[config.mk]
export PLATFORM = sky130hd
export DESIGN_NAME = s100_bus_buffer_control
export DESIGN_NICKNAME = d
export VERILOG_FILES = /design/src/rtl/s100_buf_pkg.sv /design/src/rtl/s100_bus_buffer_control.sv /design/src/rtl/pin_sync.sv /design/src/rtl/rom_io_decode.sv
export SDC_FILE = /design/constraint.sdc
export NUM_CORES = 1
export LEC_CHECK = 0
export ABC_AREA = 1
export BUFFER_PORTS_ARGS = -buffer_cell sky130_fd_sc_hd__buf_2
export CORE_ASPECT_RATIO = 0.75
export CORE_MARGIN = 4
export CORE_UTILIZATION = 50
export CTS_CLUSTER_DIAMETER = 120
export DETAILED_ROUTE_END_ITERATION = 10
export HOLD_SLACK_MARGIN = 0.03
export PLACE_DENSITY = 0.79
export SYNTH_ARGS = -nofsm -noshare
export SYNTH_HDL_FRONTEND = slang
export SYNTH_SLANG_ARGS = --single-unit
[constraint.sdc]
create_clock -name clk_sys -period 1.13 [get_ports clk_sys]
set_clock_uncertainty 0.1 [all_clocks]
set_input_delay 0.226 -clock clk_sys [delete_from_list [all_inputs] [get_ports clk_sys]]
set_output_delay 0.226 -clock clk_sys [all_outputs]
set_load 0.01 [all_outputs]
[src/rtl/s100_buf_pkg.sv]
// Shared types and constants for the backplane buffer control block
package s100_buf_pkg;

    // ========================================================================
    // Widths
    localparam int ADDR_W = 16;
    localparam int DATA_W = 8;
    localparam int ROM_BASE_W = 6;

    // ========================================================================
    // ROM boundary decode: lowest address bit compared for each ROM size
    localparam int ROM_1K_LSB = 10;
    localparam int ROM_2K_LSB = 11;
    localparam int ROM_4K_LSB = 12;

    // Serial port pair: address bit 0 picks the port inside the pair
    localparam int SER_PAIR_LSB = 1;

    // ========================================================================
    // ROM size mode enumeration
    typedef enum logic [1:0] {ROM_1K, ROM_2K, ROM_4K} rom_size_t;

    // ========================================================================
    // Carriers
    typedef struct packed {
        logic [ADDR_W-1:0] addr;
        logic [DATA_W-1:0] data;
        logic memRqN;
        logic ioRqN;
        logic rdN;
        logic wrN;
        logic m1N;
        logic cpuBusGrantAck;
    } cpu_bus_t;

    typedef struct packed {
        logic [DATA_W-1:0] ioPortBase;
        logic [ROM_BASE_W-1:0] romBase;
        rom_size_t romSize;
        logic powerOnJumpEn;
    } switches_t;

    // Backplane control lines; the low-active ones idle high (pulled up)
    typedef struct packed {
        logic addrDisableN;
        logic dataOutDisableN;
        logic statusDisableN;
        logic panelDataDisableN;
        logic run;
        logic singleStep;
        logic phi2;
    } bp_ctrl_t;

    localparam int BP_CTRL_W = $bits(bp_ctrl_t);
    localparam logic [BP_CTRL_W-1:0] BP_CTRL_RESET = 7'h7E;
    localparam logic [DATA_W-1:0] BP_DATA_RESET = 8'h00;

    typedef struct packed {
        logic opFetch;
        logic ioOut;
        logic ioIn;
        logic memRead;
        logic writeOutN;
    } status_t;

    localparam status_t STATUS_RESET = 5'h01;

endpackage

[src/rtl/s100_bus_buffer_control.sv]
// Enable control for the address, data and status buffers to the backplane
//
// Summary of operation
// - Drive address; float during DMA or maintenance
// - Address-disable line low floats address drivers
// - Data-out drives only on memory or I/O writes
// - Data-out floats throughout DMA or maintenance
// - Data-out-disable line low floats data-out drivers
// - Data-in enabled only on reads without disables
// - Data-in off on writes and during DMA
// - Panel data-disable, with write status, disables data-in
// - Run and single-step both low disable data-in
// - ROM hit on memory read selects, disables data-in
// - Serial port hit on I/O selects, disables data-in
// - Power-on jump latch set disables data-in
// - All disable terms merge into one enable
// - Status drivers float while bus grant acknowledged
// - Serial pair decoded from low address byte
// - ROM base decoded on 1K/2K/4K boundaries
// - Write data follows while phi2 high, else holds
// - Write status low outside reads and interrupt acknowledge
// - Status-disable line low floats primary status drivers
`timescale 1ns/1ps
module s100_bus_buffer_control
    import s100_buf_pkg::*;
(
    // Clock and reset
    input wire logic clk_sys,
    input wire logic rst_b,
    // CPU side
    input wire s100_buf_pkg::cpu_bus_t cpu,
    output logic [s100_buf_pkg::DATA_W-1:0] cpuDataIn,
    // On-board sources
    input wire logic [s100_buf_pkg::DATA_W-1:0] romData,
    input wire logic [s100_buf_pkg::DATA_W-1:0] serialData,
    output logic romSelectN,
    output logic serialPortSelectN,
    // Board switches
    input wire s100_buf_pkg::switches_t sw,
    // Backplane control pins
    input wire s100_buf_pkg::bp_ctrl_t bpCtrlPin,
    // Backplane address
    output logic [s100_buf_pkg::ADDR_W-1:0] bpAddr,
    output logic bpAddrOe,
    // Backplane data out
    output logic [s100_buf_pkg::DATA_W-1:0] bpDataOut,
    output logic bpDataOutOe,
    // Backplane data in
    input wire logic [s100_buf_pkg::DATA_W-1:0] bpDataInPin,
    output logic bpDataInOe,
    // Backplane status
    output s100_buf_pkg::status_t bpStatus,
    output logic bpStatusOe
);

    // ========================================================================
    // State
    typedef struct packed {
        logic [ADDR_W-1:0] addr;
        logic addrOe;
        logic [DATA_W-1:0] dataOutLatch;
        logic dataOutOe;
        logic dataInOe;
        logic [DATA_W-1:0] cpuData;
        status_t status;
        logic statusOe;
        logic pojLatch;
    } ctl_state_t;

    ctl_state_t st_r;
    ctl_state_t st_nxt;

    bp_ctrl_t bp;
    logic [DATA_W-1:0] bpDataIn;
    logic memRead;
    logic memWrite;
    logic ioRead;
    logic ioWrite;
    logic intAck;
    logic writeOutN;
    logic dma;
    logic panelOk;
    logic pojActive;

    initial
    begin
        if (ROM_BASE_W + ROM_1K_LSB != ADDR_W || DATA_W < 2)
        begin
            $error("s100_bus_buffer_control: ROM base width does not fit the address");
        end
    end

    // ========================================================================
    // Pin synchronisers; low-active lines reset to their idle high
    pin_sync #(
        .W(BP_CTRL_W),
        .RESET_VAL(BP_CTRL_RESET)
    ) u_ctrl_sync (
        .clk_sys(clk_sys),
        .rst_b(rst_b),
        .pinIn(bpCtrlPin),
        .levelOut(bp)
    );

    pin_sync #(
        .W(DATA_W),
        .RESET_VAL(BP_DATA_RESET)
    ) u_data_sync (
        .clk_sys(clk_sys),
        .rst_b(rst_b),
        .pinIn(bpDataInPin),
        .levelOut(bpDataIn)
    );

    // ========================================================================
    // Cycle decode
    assign memRead = !cpu.memRqN && !cpu.rdN;
    assign memWrite = !cpu.memRqN && !cpu.wrN;
    assign ioRead = !cpu.ioRqN && !cpu.rdN && cpu.m1N;
    assign ioWrite = !cpu.ioRqN && !cpu.wrN;
    assign intAck = !cpu.ioRqN && !cpu.m1N;
    assign writeOutN = !(cpu.rdN && !intAck);
    assign dma = cpu.cpuBusGrantAck;

    rom_io_decode u_decode (
        .clk_sys(clk_sys),
        .rst_b(rst_b),
        .addr(cpu.addr),
        .memReadCycle(memRead),
        .ioCycle(ioRead || ioWrite),
        .sw(sw),
        .romSelectN(romSelectN),
        .serialPortSelectN(serialPortSelectN)
    );

    // Panel term folds the write status in, so it passes only on reads and interrupt acknowledge
    assign panelOk = bp.panelDataDisableN && writeOutN
        && !(!bp.run && !bp.singleStep);
    assign pojActive = sw.powerOnJumpEn && st_r.pojLatch;

    // ========================================================================
    // Next state
    always_comb
    begin
        st_nxt = st_r;
        st_nxt.addr = cpu.addr;
        st_nxt.addrOe = !dma && bp.addrDisableN;
        if (bp.phi2)
        begin
            st_nxt.dataOutLatch = cpu.data;
        end
        st_nxt.dataOutOe = (memWrite || ioWrite) && !dma && bp.dataOutDisableN;
        st_nxt.dataInOe = (memRead || ioRead) && !dma
            && panelOk && romSelectN && serialPortSelectN && !pojActive;
        if (!romSelectN || pojActive)
        begin
            st_nxt.cpuData = romData;
        end
        else if (!serialPortSelectN)
        begin
            st_nxt.cpuData = serialData;
        end
        else
        begin
            st_nxt.cpuData = bpDataIn;
        end
        st_nxt.status.opFetch = !cpu.m1N;
        st_nxt.status.ioOut = ioWrite;
        st_nxt.status.ioIn = ioRead;
        st_nxt.status.memRead = memRead;
        st_nxt.status.writeOutN = writeOutN;
        st_nxt.statusOe = !dma && bp.statusDisableN;
        if (!romSelectN)
        begin
            st_nxt.pojLatch = 1'b0;
        end
    end

    always_ff @(posedge clk_sys)
    begin
        if (!rst_b)
        begin
            st_r.addr <= 16'h0000;
            st_r.addrOe <= 1'b0;
            st_r.dataOutLatch <= 8'h00;
            st_r.dataOutOe <= 1'b0;
            st_r.dataInOe <= 1'b0;
            st_r.cpuData <= 8'h00;
            st_r.status <= STATUS_RESET;
            st_r.statusOe <= 1'b0;
            st_r.pojLatch <= 1'b1;
        end
        else
        begin
            st_r <= st_nxt;
        end
    end

    // ========================================================================
    // Outputs
    assign bpAddr = st_r.addr;
    assign bpAddrOe = st_r.addrOe;
    assign bpDataOut = st_r.dataOutLatch;
    assign bpDataOutOe = st_r.dataOutOe;
    assign bpDataInOe = st_r.dataInOe;
    assign cpuDataIn = st_r.cpuData;
    assign bpStatus = st_r.status;
    assign bpStatusOe = st_r.statusOe;

    // ========================================================================
    // Checks
    property p_addrFloat;
        @(posedge clk_sys) disable iff (!rst_b)
        (dma || !bp.addrDisableN) |=> !bpAddrOe;
    endproperty
    a_addrFloat: assert property (p_addrFloat)
        else $error("address drivers on during DMA or disable");

    property p_addrDrive;
        @(posedge clk_sys) disable iff (!rst_b)
        (!dma && bp.addrDisableN) |=> (bpAddrOe && bpAddr == $past(cpu.addr));
    endproperty
    a_addrDrive: assert property (p_addrDrive)
        else $error("address drivers not following the CPU");

    property p_dataOutOnlyWrite;
        @(posedge clk_sys) disable iff (!rst_b)
        bpDataOutOe |-> $past(memWrite || ioWrite);
    endproperty
    a_dataOutOnlyWrite: assert property (p_dataOutOnlyWrite)
        else $error("data-out enabled outside a write");

    property p_dataOutFloat;
        @(posedge clk_sys) disable iff (!rst_b)
        (dma || !bp.dataOutDisableN) |=> !bpDataOutOe;
    endproperty
    a_dataOutFloat: assert property (p_dataOutFloat)
        else $error("data-out driven during DMA or disable");

    property p_dataInRead;
        @(posedge clk_sys) disable iff (!rst_b)
        !(memRead || ioRead) || dma |=> !bpDataInOe;
    endproperty
    a_dataInRead: assert property (p_dataInRead)
        else $error("data-in enabled outside a read");

    property p_panelDisable;
        @(posedge clk_sys) disable iff (!rst_b)
        (!bp.panelDataDisableN || (!bp.run && !bp.singleStep)) |=> !bpDataInOe;
    endproperty
    a_panelDisable: assert property (p_panelDisable)
        else $error("data-in enabled against front panel");

    property p_onboardDisable;
        @(posedge clk_sys) disable iff (!rst_b)
        (!romSelectN || !serialPortSelectN || pojActive) |=> !bpDataInOe;
    endproperty
    a_onboardDisable: assert property (p_onboardDisable)
        else $error("data-in enabled while on-board source active");

    property p_dataInMerge;
        @(posedge clk_sys) disable iff (!rst_b)
        (memRead && !dma && panelOk && romSelectN && serialPortSelectN && !pojActive)
            |=> bpDataInOe;
    endproperty
    a_dataInMerge: assert property (p_dataInMerge)
        else $error("data-in not enabled on a clean read");

    property p_statusFloat;
        @(posedge clk_sys) disable iff (!rst_b)
        (dma || !bp.statusDisableN) |=> !bpStatusOe;
    endproperty
    a_statusFloat: assert property (p_statusFloat)
        else $error("status driven during grant or disable");

    property p_dataHold;
        @(posedge clk_sys) disable iff (!rst_b)
        !bp.phi2 ##1 !bp.phi2 |=> $stable(bpDataOut);
    endproperty
    a_dataHold: assert property (p_dataHold)
        else $error("data-out latch moved while phi2 low");

    property p_dataPass;
        @(posedge clk_sys) disable iff (!rst_b)
        bp.phi2 |=> bpDataOut == $past(cpu.data);
    endproperty
    a_dataPass: assert property (p_dataPass)
        else $error("data-out latch not passing while phi2 high");

    property p_writeStatus;
        @(posedge clk_sys) disable iff (!rst_b)
        (cpu.rdN && !intAck) |=> !bpStatus.writeOutN;
    endproperty
    a_writeStatus: assert property (p_writeStatus)
        else $error("write status not low outside reads");

    property p_romRoute;
        @(posedge clk_sys) disable iff (!rst_b)
        !romSelectN |=> cpuDataIn == $past(romData);
    endproperty
    a_romRoute: assert property (p_romRoute)
        else $error("ROM data not routed to the CPU");

    property p_dataOutDrive;
        @(posedge clk_sys) disable iff (!rst_b)
        ((memWrite || ioWrite) && !dma && bp.dataOutDisableN) |=> bpDataOutOe;
    endproperty
    a_dataOutDrive: assert property (p_dataOutDrive)
        else $error("data-out not driven on a clean write");

    property p_statusDrive;
        @(posedge clk_sys) disable iff (!rst_b)
        (!dma && bp.statusDisableN) |=> bpStatusOe;
    endproperty
    a_statusDrive: assert property (p_statusDrive)
        else $error("status drivers off with no grant or disable");

    property p_readStatus;
        @(posedge clk_sys) disable iff (!rst_b)
        !(cpu.rdN && !intAck) |=> bpStatus.writeOutN;
    endproperty
    a_readStatus: assert property (p_readStatus)
        else $error("write status low during a read");

    property p_serialRoute;
        @(posedge clk_sys) disable iff (!rst_b)
        (!serialPortSelectN && romSelectN && !pojActive)
            |=> cpuDataIn == $past(serialData);
    endproperty
    a_serialRoute: assert property (p_serialRoute)
        else $error("serial data not routed to the CPU");

    property p_pojRoute;
        @(posedge clk_sys) disable iff (!rst_b)
        pojActive |=> cpuDataIn == $past(romData);
    endproperty
    a_pojRoute: assert property (p_pojRoute)
        else $error("power-on jump not feeding ROM data");

    property p_pojClear;
        @(posedge clk_sys) disable iff (!rst_b)
        !romSelectN |=> !st_r.pojLatch;
    endproperty
    a_pojClear: assert property (p_pojClear)
        else $error("power-on latch not cleared by a ROM access");

    property p_dataInPass;
        @(posedge clk_sys) disable iff (!rst_b)
        ((memRead || ioRead) && !dma && panelOk && romSelectN && serialPortSelectN && !pojActive)
            |=> (bpDataInOe && cpuDataIn == $past(bpDataIn));
    endproperty
    a_dataInPass: assert property (p_dataInPass)
        else $error("backplane data not passed on a clean read");

endmodule // s100_bus_buffer_control

[src/rtl/pin_sync.sv]
// Three-stage synchroniser for backplane pins with agreement filter
`timescale 1ns/1ps
module pin_sync #(
    parameter int W = 1,
    parameter logic [W-1:0] RESET_VAL = '0
) (
    // Clock and reset
    input wire logic clk_sys,
    input wire logic rst_b,
    // Pin side
    input wire logic [W-1:0] pinIn,
    // Clock domain side
    output logic [W-1:0] levelOut
);

    typedef struct packed {
        logic [W-1:0] s1;
        logic [W-1:0] s2;
        logic [W-1:0] s3;
        logic [W-1:0] lvl;
    } sync_state_t;

    sync_state_t st_r;
    sync_state_t st_nxt;

    initial
    begin
        if (W < 1)
        begin
            $error("pin_sync width must be at least one");
        end
    end

    // ========================================================================
    // A bit changes only once stages two and three agree
    always_comb
    begin
        st_nxt = st_r;
        st_nxt.s1 = pinIn;
        st_nxt.s2 = st_r.s1;
        st_nxt.s3 = st_r.s2;
        for (int i = 0; i < W; i++)
        begin
            if (st_r.s2[i] == st_r.s3[i])
            begin
                st_nxt.lvl[i] = st_r.s3[i];
            end
        end
    end

    always_ff @(posedge clk_sys)
    begin
        if (!rst_b)
        begin
            st_r <= {RESET_VAL, RESET_VAL, RESET_VAL, RESET_VAL};
        end
        else
        begin
            st_r <= st_nxt;
        end
    end

    assign levelOut = st_r.lvl;

endmodule // pin_sync

[src/rtl/rom_io_decode.sv]
// Address decode for the on-board ROM and serial port selects
`timescale 1ns/1ps
module rom_io_decode
    import s100_buf_pkg::*;
(
    // Clock and reset
    input wire logic clk_sys,
    input wire logic rst_b,
    // Cycle information
    input wire logic [s100_buf_pkg::ADDR_W-1:0] addr,
    input wire logic memReadCycle,
    input wire logic ioCycle,
    input wire s100_buf_pkg::switches_t sw,
    // Selects, low active
    output logic romSelectN,
    output logic serialPortSelectN
);

    typedef struct packed {
        logic romSelN;
        logic serSelN;
    } dec_state_t;

    dec_state_t st_r;
    dec_state_t st_nxt;
    logic romHit;

    // ========================================================================
    // ROM boundary compare follows the installed size
    always_comb
    begin
        romHit = 1'b0;
        unique case (sw.romSize)
            ROM_1K: romHit = addr[ADDR_W-1:ROM_1K_LSB] == sw.romBase;
            ROM_2K: romHit = addr[ADDR_W-1:ROM_2K_LSB] == sw.romBase[ROM_BASE_W-1:1];
            ROM_4K: romHit = addr[ADDR_W-1:ROM_4K_LSB] == sw.romBase[ROM_BASE_W-1:2];
            default: romHit = 1'b0;
        endcase
    end

    always_comb
    begin
        st_nxt = st_r;
        st_nxt.romSelN = !(memReadCycle && romHit);
        st_nxt.serSelN = !(ioCycle
            && addr[DATA_W-1:SER_PAIR_LSB] == sw.ioPortBase[DATA_W-1:SER_PAIR_LSB]);
    end

    always_ff @(posedge clk_sys)
    begin
        if (!rst_b)
        begin
            st_r <= 2'h3;
        end
        else
        begin
            st_r <= st_nxt;
        end
    end

    assign romSelectN = st_r.romSelN;
    assign serialPortSelectN = st_r.serSelN;

endmodule // rom_io_decode

-- Word-level counts from Yosys, hierarchy flattened
Cells that the tools add are included.
- bits in registers: 104
- output and inout port bits: 43
- word-level logic and storage cells: 102
- eq/ne operators: 21
- mux-type cells: 3
- reduce and logical (&&, ||, !) cells: 42
- operators by type and width (kind ; count):
    logical AND 1 bit ; 22
    two-way mux 8 bit ; 2
    == test 1 bit ; 15
    zero test 1 bit ; 15
    == test 7 bit ; 1
    == test 6 bit ; 1
    == test 5 bit ; 1
    == test 4 bit ; 1
    logical OR 1 bit ; 4
    case mux 1 bit (3 select lines) ; 1
    == test 2 x 1 -> 1 bit (second input constant) ; 1
    == test 2 bit (second input constant) ; 1
    zero test 2 bit ; 1

-- Longest topological paths before layout
- word-level depth: 11
- depth in mapped cells: 7
- gate-level depth less buffers: 7

-- By module
From an unflattened synthesis, not the netlist that was laid out.
- cells, all modules: 548
- area total of the unflattened synthesis: 4187.8 um^2
- by module, submodules not included (module ; instances ; cells each ; area an instance (um^2) ; sequential area each (um^2)):
    s100_bus_buffer_control ; 1 ; 242 ; 1845.5 ; 840.8
    pin_sync at u_data_sync ; 1 ; 115 ; 1039.7 ; 640.6
    pin_sync at u_ctrl_sync ; 1 ; 125 ; 973.4 ; 560.5
    rom_io_decode ; 1 ; 66 ; 329.1 ; 40.0

-- Worst setup path after synthesis
No wires, ideal clock.
- path type: register to register
- start: register u_decode.st_r, in the netlist u_decode.serialPortSelectN
- end: register st_r, in the netlist bpDataInOe
- setup time: 73 ps
- data arrival time: 891 ps
- setup slack: 66 ps
- cell stages (with the launch flop): 6
- path buffers: 1
- clock period less this slack: 1064 ps
- cells stage by stage: dfxtp_1 buf_2 nand2_1 nor2_1 o21ai_1 nor3_2
- cells in the longest elaborated chain, start to end: 2
- ends and longest elaborated chain (element ; line ; RTL):
    start: declaration ; rom_io_decode.sv:24 ; dec_state_t st_r;
    start signal: assignment ; rom_io_decode.sv:57 ; st_r <= st_nxt;
    logical AND 1 bit (2 in a row) ; s100_bus_buffer_control.sv:154 ; && panelOk && romSelectN && serialPortSelectN && !pojActive;
    end signal: assignment ; s100_bus_buffer_control.sv:195 ; st_r <= st_nxt;
    end: declaration ; s100_bus_buffer_control.sv:70 ; ctl_state_t st_r;
Every way passes these cells.
A chain may end at the register's enable or synchronous reset.

-- Final worst setup path
- start: register u_decode.st_r, in the netlist u_decode.romSelectN
- end: output romSelectN
- RTL lines (element ; line ; RTL):
    end: declaration ; s100_bus_buffer_control.sv:36 ; output logic romSelectN,
No word-level cell between the ends.

==> summary.md <==
| Metric | Value |
|---|---|
| DR vias | `3137` |
| HP Class | `primary input to flop` |
| FILL cells | `570` |
| Synthesized cell area | `3750 um^2` |
| Highest clock rate | `853 MHz` |
| Master of the slowest instance on the critical path | `dfxtp_4` |
| Vias in the first global route | `3217` |
| Post-place setup slack | `-20.1 ps` |
| Synthesized instance count | `459` |
| EDFF count, synth | `0` |
| Core Area | `7330 um^2` |
| Max VDD drop | `0.000668 V` |
| Average size of a mapped cell | `8.18 um^2` |
| Setup Viol. Count Final | `12` |
| Share of the synthesized area in the top cell type | `0.555` |
| Crit path launch type | `flop` |
| Critical path required time | `800 ps` |
| WS Path Type | `flop to primary output` |
| Vias/cell | `4.44` |
| Final worst slack | `-42.4 ps` |
| Critical Path AT | `850 ps` |
| Rel. slew slack | `0.834` |
| Starting Density | `0.512` |
| M2 GR Usage | `0.358` |
| RD Place Congestion | `0.781` |
| Antenna violations before repair | `0` |
| Part of the cycle the worst path needs | `1.04` |
| Layout cells sized above 1 | `0.339` |
| Largest area contributor in the netlist | `dfxtp_1` |
| Cell area after placement | `4230 um^2` |
| LEAKAGE | `2.75 nW` |
| Global Route met1 Usage | `0.202` |
| Critical-path maximum fanout | `3` |
| Post-Place Cells | `642` |
| Max-slew violations | `0` |
| Async SR Flop Fraction | `0` |
| Top cells by count, synth | `nand2_1, dfxtp_1, inv_1` |
| Outcome | `finished, violations left` |
| RSZ-0062 raised after global routing | `true` |
| GR Overflow Total | `0` |
| Routed len/inst | `12.1 um` |
| Die ar. | `8970 um^2` |
| Power Density | `1280 nW/um^2` |
| Routed WL | `8550 um` |
| Delay-heaviest family, CP | `flip-flops` |
| Final hold viol count | `0` |
| I/O pin cnt | `123` |
| Dpl hpwl | `5410 um` |
| Max cap viols | `0` |
| Top cells by area, synth | `dfxtp_1, nand2_1, buf_4` |
| Synth-to-layout area growth | `38.7%` |
| First-pass GRT wire length | `13800 um` |
| Worst-Margin Slew | `249 ps` |
| CP Capture Type | `primary output` |
| Failing checks | `negative setup slack` |
| Worst-path cell chain | `buf_6` |
| Final nets | `681` |
| Drc violations | `0` |
| Minimum clock period | `1170 ps` |
| CTS tree | `yes` |
| GRT busiest layer | `met2` |
| Die X | `108 um` |
| Number of iterations in the first detailed-routing pass | `4` |
| Clk_lat worst skew | `360 ps` |
| Remaining antenna violation count | `0` |
| Yosys Warn Count | `0` |
| Diode count | `0` |
| Sequential fraction of the synthesis area | `0.555` |
| Primary FF master, synth | `dfxtp_1` |
| FF+latch area | `2120 um^2` |
| Worst-path clk slew | `100 ps` |
| M3 GR Usage | `0.0847` |
| Port Buffer Count | `121` |
| Most frequent cell after synthesis | `nand2_1` |
| Number of DRC markers in iteration 0 | `136` |
| Flops & latches, synth | `104` |
| Hold_ws | `70.8 ps` |
| Non-Filler Instances | `706` |
| Worst-case clock buffer depth | `2` |
| Area of the multi-input gates | `1110 um^2` |
| Site Rows | `27` |
| Total Power | `6.64 mW` |
| TritonCTS buffer count | `9` |
| Final instance area | `5200 um^2` |
| Critical path buffers and inverters | `1` |
| # clock sinks | `104` |
| Maximum number of pins on one net before global-route repair | `63` |
| H-tree Lvls | `3` |
| Die height | `83.0 um` |
| Post-synth cell types | `22` |
| Syn_nets | `539` |
| Overall routing resource usage | `0.195` |
| CTS Root Cell | `clkbuf_8` |
| Largest stage delay, worst path | `370 ps` |
[worst paths after layout]
path,from,cells past startpoint,end,slack (ps)
max reg2reg,st_r[0],5,cpuDataIn[5],10
min reg2reg,u_data_sync.st_nxt[23],2,u_data_sync.st_nxt[15],320
max,u_decode.romSelectN,1,romSelectN,-40
min,cpu[5],3,bpDataInOe,70
[stage by stage]
step                       util  TNS, ps
after floorplan               -        0
after global placement    0.577    -13.7
after detailed placement  0.577    -39.9
after CTS                 0.689    -1040
after global routing      0.710    -2640
final                     0.710     -122
[cell usage in the layout, fill, tap and decap left out, types with 2 or more instances in the layout]
cell and n:
dfxtp_1 74, dlygate4sd3_1 50, inv_1 64, nand2_2 2, clkinvlp_4 2, nor2_1 35
clkinv_4 3, o21ai_0 24, a21oi_2 3, buf_2 86, nand2_1 117, dfxtp_4 2
clkbuf_8 9, nand3_1 2, xnor2_2 2, a21oi_1 21, buf_4 8, or2_2 19
buf_6 32, dfxtp_2 28, xor2_1 2, xnor2_1 3, o211ai_1 2, dlymetal6s4s_1 3
[cell families (layout without fill, tap and decap cells)]
kind of cell | after synthesis | count (layout) | share of synthesized area
AO/OA/AOI/OAI | 52 | 52 | 0.0714
buffers and inverters | 116 | 262 | 0.158
XOR/XNOR | 7 | 7 | 0.0163
flip-flops | 104 | 104 | 0.555
AND/OR/NAND/NOR | 180 | 180 | 0.200
[report_power, final]
part           switching, mW  internal [mW]  leakage, nW  total (mW)
clock network           1.25          0.823       0.0878        2.08
registers             0.0486           3.79        0.864        3.84
logic                  0.316          0.416         1.79       0.732
[routing by layer]
layer,vias to the layer above,routed length (um)
li1,1612,-
met1,1414,3360
met2,105,4430
met3,6,709
met4,0,56
met5,-,0
[registers in the layout, summed over array words and instances (netlist names), 5 cells and up]
name / flops
u_ctrl_sync.levelOut: 7
cpuDataIn: 8
u_ctrl_sync.st_nxt: 14
u_data_sync.st_r: 8
bpStatus: 5
bpDataOut: 8
bpAddr: 16
u_ctrl_sync.st_r: 7
u_data_sync.st_nxt: 16
u_data_sync.levelOut: 8
[repair_timing]
| item | CTS | global route |
|---|---|---|
| endpoints found under the hold margin | 51 | 1 |
| hold buffers | 52 | 1 |
| pin swaps | 0 | 8 |
| setup buffers | 1 | 0 |
| endpoints found under the setup margin | 45 | 54 |
| gates resized for setup | 30 | 46 |
[layout make-up]
class,instances,area share
clock inverters,6,0.0103
inverters,67,0.0495
multi-input cells,239,0.213
well taps,101,0.0243
clock buffers,9,0.0238
repair buffers,180,0.271
flip-flops and latches,104,0.408
Power figures use the tool's default switching activity.
